--- config.mk ---
export PLATFORM = sky130hd
export DESIGN_NAME = aux_timer_counter_reload_capture
export DESIGN_NICKNAME = d
export VERILOG_FILES = /design/src/inc/aux_timer_pkg.sv /design/src/core/aux_timer_counter_reload_capture.sv
export VERILOG_INCLUDE_DIRS = /design/src /design/src/inc
export SDC_FILE = /design/constraint.sdc
export NUM_CORES = 1
export LEC_CHECK = 0
export ABC_AREA = 1
export BUFFER_PORTS_ARGS = -buffer_cell sky130_fd_sc_hd__buf_2
export CAP_MARGIN = 5
export CORE_AREA = 2 2 119 121
export DETAILED_ROUTE_END_ITERATION = 6
export DIE_AREA = 0 0 121 123
export GPL_ROUTABILITY_DRIVEN = 0
export PLACE_DENSITY = 0.69
export REMOVE_ABC_BUFFERS = 1
export SLEW_MARGIN = 20
export SYNTH_ARGS = -nofsm -noshare
export SYNTH_HDL_FRONTEND = slang
export SYNTH_SLANG_ARGS = --single-unit
--- constraint.sdc ---
create_clock -name mclk_in -period 1.8 [get_ports mclk_in]
set_input_delay 0.09 -clock mclk_in [delete_from_list [all_inputs] [get_ports mclk_in]]
set_output_delay 0.09 -clock mclk_in [all_outputs]
set_load 0.005 [all_outputs]
--- src/inc/aux_timer_defines.svh ---
// Contract
// - Count on aux pin or latch edges
// - Edge select: x00 off, pin or latch edges
// - Only overflow latch toggles count, not software
// - Both latch edges: step per overflow
// - One latch edge: step every second overflow
// - Aux direction independent of core timer
// - Mode 100 reload, trigger by edge select
// - Reload mode stops counting regardless run
// - Trigger copies aux value, sets aux flag
// - Latch triggered reload also sets core flag
// - Software latch writes never cause reload
// - Both edges reload each overflow, else second
// - Rise/fall split gives alternating PWM reload
// - Latch drives output only when enabled
// - Same trigger: second aux timer wins
// - Mode 101 captures core value on pin
// - Capture uses low two select bits only
// - Capture sets aux flag same cycle
`ifndef AUX_TIMER_DEFINES_SVH
`define AUX_TIMER_DEFINES_SVH

// ----------------------------------------
// Field values and reset values
// ----------------------------------------
`define AUX_MODE_COUNTER 3'h1
`define AUX_MODE_RELOAD 3'h4
`define AUX_MODE_CAPTURE 3'h5
`define AUX_SEL_SRC_BIT 2
`define AUX_SEL_NONE 2'h0
`define AUX_SEL_RISE 2'h1
`define AUX_SEL_FALL 2'h2
`define AUX_SEL_ANY 2'h3
`define AUX_TIMER_RESET 16'h0000
`define AUX_SYNC_DEPTH 3

`endif

--- src/inc/aux_timer_pkg.sv ---
package aux_timer_pkg;

	// ----------------------------------------
	// Per-timer control fields
	// ----------------------------------------
	typedef struct packed {
		logic [2:0] mode;
		logic [2:0] edge_sel;
		logic run;
		logic count_down;
	} aux_cfg_t;

	// ----------------------------------------
	// Register state of the block except the reset synchronizer
	// ----------------------------------------
	typedef struct packed {
		logic [1:0][2:0] pin_sync;
		logic [1:0] pin_filt;
		logic [1:0][15:0] timer;
		logic reload;
		logic [15:0] reload_val;
		logic core_irq;
		logic [1:0] aux_irq;
		logic toggle_out;
	} aux_state_t;

endpackage

--- src/core/aux_timer_counter_reload_capture.sv ---
`timescale 1ns/1ps
`include "aux_timer_defines.svh"

module aux_timer_counter_reload_capture (
	input wire logic mclk_in,
	input wire logic reset_n_in,
	input wire aux_timer_pkg::aux_cfg_t aux_a_cfg_in,
	input wire aux_timer_pkg::aux_cfg_t aux_b_cfg_in,
	input wire logic aux_a_wr_in,
	input wire logic [15:0] aux_a_wr_data_in,
	input wire logic aux_b_wr_in,
	input wire logic [15:0] aux_b_wr_data_in,
	input wire logic aux_a_count_input_in,
	input wire logic aux_b_count_input_in,
	input wire logic [15:0] core_timer_value_in,
	input wire logic core_ovf_in,
	input wire logic core_overflow_toggle_latch_in,
	input wire logic core_output_enable_in,
	output logic [15:0] aux_a_value_out,
	output logic [15:0] aux_b_value_out,
	output logic core_reload_out,
	output logic [15:0] core_reload_value_out,
	output logic core_irq_set_out,
	output logic aux_a_irq_set_out,
	output logic aux_b_irq_set_out,
	output logic core_toggle_output_out
);
	import aux_timer_pkg::*;

	// ----------------------------------------
	// Reset release
	// ----------------------------------------
	logic [1:0] rst_sync_q;
	logic rst_n;

	always_ff @(posedge mclk_in or negedge reset_n_in) begin
		if (!reset_n_in) begin
			rst_sync_q <= 2'h0;
		end else begin
			rst_sync_q <= {rst_sync_q[0], 1'b1};
		end
	end
	assign rst_n = rst_sync_q[1];

	// ----------------------------------------
	// Helpers
	// ----------------------------------------
	function automatic logic edge_hit(input logic [1:0] sel, input logic rise, input logic fall);
		logic hit;
		hit = 1'b0;
		case (sel)
			`AUX_SEL_RISE: hit = rise;
			`AUX_SEL_FALL: hit = fall;
			`AUX_SEL_ANY: hit = rise | fall;
			default: hit = 1'b0;
		endcase
		return hit;
	endfunction

	// Plain 16-bit arithmetic wraps in both directions
	function automatic logic [15:0] step(input logic [15:0] v, input logic down);
		return down ? v - 16'h1 : v + 16'h1;
	endfunction

	// ----------------------------------------
	// State
	// ----------------------------------------
	aux_state_t s_q;
	aux_state_t s_d;
	aux_cfg_t [1:0] cfg;
	logic [1:0] pin;
	logic [1:0] wr;
	logic [1:0][15:0] wr_data;

	assign cfg = {aux_b_cfg_in, aux_a_cfg_in};
	assign pin = {aux_b_count_input_in, aux_a_count_input_in};
	assign wr = {aux_b_wr_in, aux_a_wr_in};
	assign wr_data = {aux_b_wr_data_in, aux_a_wr_data_in};

	always_comb begin
		logic otl_rise;
		logic otl_fall;
		logic p_rise;
		logic p_fall;
		logic src_rise;
		logic src_fall;
		logic hit;
		logic a_reload;
		otl_rise = 1'b0;
		otl_fall = 1'b0;
		p_rise = 1'b0;
		p_fall = 1'b0;
		src_rise = 1'b0;
		src_fall = 1'b0;
		hit = 1'b0;
		a_reload = 1'b0;
		s_d = s_q;
		s_d.reload = 1'b0;
		s_d.core_irq = 1'b0;
		s_d.aux_irq = 2'h0;
		s_d.toggle_out = core_output_enable_in & core_overflow_toggle_latch_in;
		// Latch edges are taken from the overflow pulse, so writes by software are invisible
		otl_rise = core_ovf_in & ~core_overflow_toggle_latch_in;
		otl_fall = core_ovf_in & core_overflow_toggle_latch_in;
		for (int i = 0; i < 2; i++) begin
			// A level is accepted once stages two and three agree; needs slow pins
			s_d.pin_sync[i] = {s_q.pin_sync[i][1:0], pin[i]};
			if (s_q.pin_sync[i][1] == s_q.pin_sync[i][2]) begin
				s_d.pin_filt[i] = s_q.pin_sync[i][2];
			end
			p_rise = s_d.pin_filt[i] & ~s_q.pin_filt[i];
			p_fall = ~s_d.pin_filt[i] & s_q.pin_filt[i];
			src_rise = cfg[i].edge_sel[`AUX_SEL_SRC_BIT] ? otl_rise : p_rise;
			src_fall = cfg[i].edge_sel[`AUX_SEL_SRC_BIT] ? otl_fall : p_fall;
			// x00 returns no hit; one latch edge halves the rate
			hit = edge_hit(cfg[i].edge_sel[1:0], src_rise, src_fall);
			if (wr[i]) begin
				s_d.timer[i] = wr_data[i];
			end
			case (cfg[i].mode)
				`AUX_MODE_COUNTER: begin
					if (cfg[i].run && hit) begin
						s_d.timer[i] = step(s_q.timer[i], cfg[i].count_down);
					end
				end
				`AUX_MODE_RELOAD: begin
					// No counting here whatever run says
					if (hit) begin
						s_d.reload = 1'b1;
						s_d.reload_val = s_q.timer[i];
						// Second timer runs last, so it overrides the first
						s_d.aux_irq[i] = 1'b1;
						if (i == 1) begin
							// Only a reload flag of the first is dropped; its capture flag stays
							s_d.aux_irq[0] = s_d.aux_irq[0] & ~a_reload;
						end else begin
							a_reload = 1'b1;
						end
						if (cfg[i].edge_sel[`AUX_SEL_SRC_BIT]) begin
							s_d.core_irq = 1'b1;
						end
					end
				end
				`AUX_MODE_CAPTURE: begin
					if (edge_hit(cfg[i].edge_sel[1:0], p_rise, p_fall)) begin
						s_d.timer[i] = core_timer_value_in;
						s_d.aux_irq[i] = 1'b1;
					end
				end
				default: begin
				end
			endcase
		end
	end

	always_ff @(posedge mclk_in or negedge rst_n) begin
		if (!rst_n) begin
			s_q <= '0;
			s_q.timer <= {`AUX_TIMER_RESET, `AUX_TIMER_RESET};
		end else begin
			s_q <= s_d;
		end
	end

	assign aux_a_value_out = s_q.timer[0];
	assign aux_b_value_out = s_q.timer[1];
	assign core_reload_out = s_q.reload;
	assign core_reload_value_out = s_q.reload_val;
	assign core_irq_set_out = s_q.core_irq;
	assign aux_a_irq_set_out = s_q.aux_irq[0];
	assign aux_b_irq_set_out = s_q.aux_irq[1];
	assign core_toggle_output_out = s_q.toggle_out;
endmodule

==> key figures <==
STA
  – Worst setup margin: -0.167 ns
  – Final setup violation count: 27
  – Max Freq: between 500 and 600 MHz
  – RSZ-0062 raised after global routing: yes
  – Fin crit share: 1.09
  – Clock Skews: between 0.006 and 0.007 ns
  – Final min period: 1.97 ns
  – Worst hold margin: -0.00549 ns
  – Endpoints failing hold: 1
  – Worst Tran Pin Value: 0.556 ns
  – Slew headroom: 0.630
  – Final Max Tran Viols: 0

Route
  – TritonRoute pass-1 iters: 5
  – Avg WL per Cell: 15.1 um
  – Final ANT Viol Nets: 0
  – Routed WL: approximately 19000 um
  – Iteration-0 DRC Markers: just under 500
  – Vias: 6308
  – Via/cell ratio: between 5 and 6
  – DRC violations left: 0

Pwr
  – Pwr/cell area: 799 mW/mm^2
  – Worst vdd rail ir drop: 384 uV
  – Leakage: ~4.2 nW
  – PnR Total Power: 0.00611 W

GRT
  – Initial antenna violation count: 0
  – Largest net degree at the start of global routing: 23
  – Gr ovfl total: 0
  – All-Layer GR Usage: 0.249
  – Global-route wire length before repair: 28800 um
  – Number of global-route vias before repair: between 5000 and 6000

Yosys
  – Synthesized cell area: roughly 0.0060 mm^2
  – Synthesized area per cell: 6.47 um^2
  – Post-synthesis sequential area ratio: 0.264
  – Ys async rst share: 1.00
  – Mapped Cells: 923
  – Largest area contributor in the netlist: dfrtp_1
  – Ys flop type: dfrtp_1
  – Post-synth EDFFs: 0
  – Cell variety after synth: 40
  – Synth warn: 0
  – Synth top area cells: dfrtp_1 26%, nand2_1 19%, inv_1 8.4%
  – Seq cells post-synth: 63
  – Synth top area share: 0.264

Worst setup path
  – Critical path type: reg2reg
  – CP endpoint kind: flip-flop
  – CP Launch Type: flip-flop
  – Crit path arrival time: 2.18 ns
  – Crit Path Max Fanout: 6
  – CP Data Required Time: around 2.0 ns
  – Cells on worst reg2reg path: 14

Final layout
  – Fillers: 1342
  – Final design utilization: 0.562
  – Share of layout cells above drive strength 1: 0.299
  – Final instance area: 0.00764 mm^2
  – Final Net Count: 1176
  – ANT cells: 0
  – Multi-input gate area: 0.00372 mm^2
  – Area grow syn2layout: 28.1%
  – FF/Latch Area: 0.00158 mm^2

Die
  – Initial core utilization: 0.438
  – Core Region: about 0.014 mm^2
  – Die width: 121 um
  – Row count: 43
  – Die ar.: 0.0149 mm^2
  – Die Span Y: 123 um
  – Top Ports: 126

CTS
  – Root Driver: clkbuf_16
  – Clock latency at the later pin of the worst-skew pair: 0.34 ns
  – TritonCTS Buffers: 9
  – CTS clk-pin slew, worst paths: roughly 0.05 ns
  – CTS H-tree lvls: 3
  – Max clock buf depth: 2
  – Clock sink count: 63
  – CTS tree: built

Place
  – Post-DP HPWL: between 10000 and 15000 um
  – Number of port buffers: ~130
  – Area after DPL: 0.00678 mm^2

Run status
  – Failing checks: hold timing, setup timing
  – Status: finished, violations left

Hold path
  – HP Class: in2reg
  – Hold path cells: 3

Run
  – Total of max-cap violations: 0
layout make-up:
type                    count  area share
clock buffers              14      0.0345
inverters                 143      0.0745
clock inverters             1    0.000655
multi-input cells         653       0.486
well taps                 180      0.0295
flip-flops and latches     63       0.207
repair inverters            1    0.000491
repair buffers            198       0.168
cells in the mapped netlist (10+ instances only):
| cell type | instances |
|---|---|
| buf_4 | 51 |
| ha_1 | 32 |
| nand3_1 | 92 |
| inv_2 | 10 |
| a21oi_1 | 35 |
| dfrtp_1 | 63 |
| o21ai_0 | 29 |
| or2_2 | 15 |
| o21ai_1 | 13 |
| nand2_1 | 300 |
| nor2_1 | 54 |
| inv_1 | 133 |
flip-flops by register name, indices dropped and copies added (netlist names):
register                count
core_irq_set_out            1
aux_b_irq_set_out           1
rst_sync_q                  2
aux_a_irq_set_out           1
core_toggle_output_out      1
aux_b_value_out            16
s_q                         4
core_reload_out             1
core_reload_value_out      16
s_d                         4
aux_a_value_out            16
per-layer routing:
| layer | track usage | vias up | part of all wire |
|---|---|---|---|
| met1 | 0.335 | 2857 | 0.43 |
| met4 | 0.0945 | 0 | 0.030 |
| met2 | 0.414 | 241 | 0.48 |
| li1 | - | 3170 | - |
| met3 | 0.0272 | 40 | 0.058 |
| met5 | 0 | - | 0 |
cell usage in the layout, fill, tap and decap left out, types with 19 or more instances in the layout:
cell type    n
nand2_1    281
inv_1      126
buf_2      125
nand3_1     84
dfrtp_1     61
buf_4       53
nor2_1      49
a21oi_1     29
o21ai_0     25
ha_1        22
nand2_2     19
critical path: stages (launching register included):
cell and delay [ns]:
dfrtp_1 0.39, nand2_1 0.07, nand2_1 0.05, o21a_1 0.13, inv_1 0.06, ha_2 0.19, nor2_2 0.04, nor2_1 0.08
nand2_1 0.11, nand2_4 0.15, o21ai_4 0.09, buf_6 0.15, buf_4 0.13, a22oi_2 0.11, nand2_1 0.08
logic make-up after synthesis:
group | Yosys count | share of synthesized area
and+or+nand+nor | 497 | 0.360
buffers and inverters | 208 | 0.172
AOI/OAI and AO/OA | 105 | 0.106
DFF | 63 | 0.264
adders and majority gates | 34 | 0.0738
xor gates and xnor gates | 8 | 0.0117
muxes | 7 | 0.0117
other | 1 | 0.000628
worst paths after layout:
path	startpoint	to	slack (ns)
setup / recovery	s_d[60]	aux_b_value_out[11]	-0.17
hold / removal	core_timer_value_in[1]	aux_b_value_out[1]	-0.005
setup reg to reg	s_d[60]	aux_b_value_out[11]	-0.17
hold reg to reg	rst_sync_q[1]	s_q[54]	0.26
max in group asynchronous	rst_sync_q[1]	aux_b_value_out[1]	1.01
min in group asynchronous	reset_n_in	rst_sync_q[0]	0.07
report_power, final:
group          total [W]  leakage, nW  internal [W]  switching, W
Sequential       0.00186        0.766       0.00165      0.000212
Clock            0.00161        0.133      0.000998      0.000616
Combinational    0.00263         3.33       0.00113       0.00151
Total            0.00611         4.23       0.00378       0.00233
stage by stage:
step / hold WS (ns) / instances / worst slack, ns / setup TNS, ns
6_report: -0.00549 / 1253 / -0.167 / -1.15
5_1_grt: 0.0275 / 1253 / -0.275 / -6.22
4_1_cts: 0.0108 / 1242 / -0.0584 / -0.480
3_5_place_dp: -0.122 / 1216 / -0.118 / -1.60
3_3_place_gp: -0.123 / 1216 / -0.0405 / -0.0833
2_1_floorplan: -0.206 / 858 / -0.0841 / -5.18
repair_timing:
action	in CTS	in global routing
hold buffers	5	0
buffers inserted	3	10
gates resized for setup	27	86
hold endpoints to repair	5	0
cloned	3	1
setup endpoints to repair	36	49
pin swaps	7	42
(Power assumes the default switching activity.)
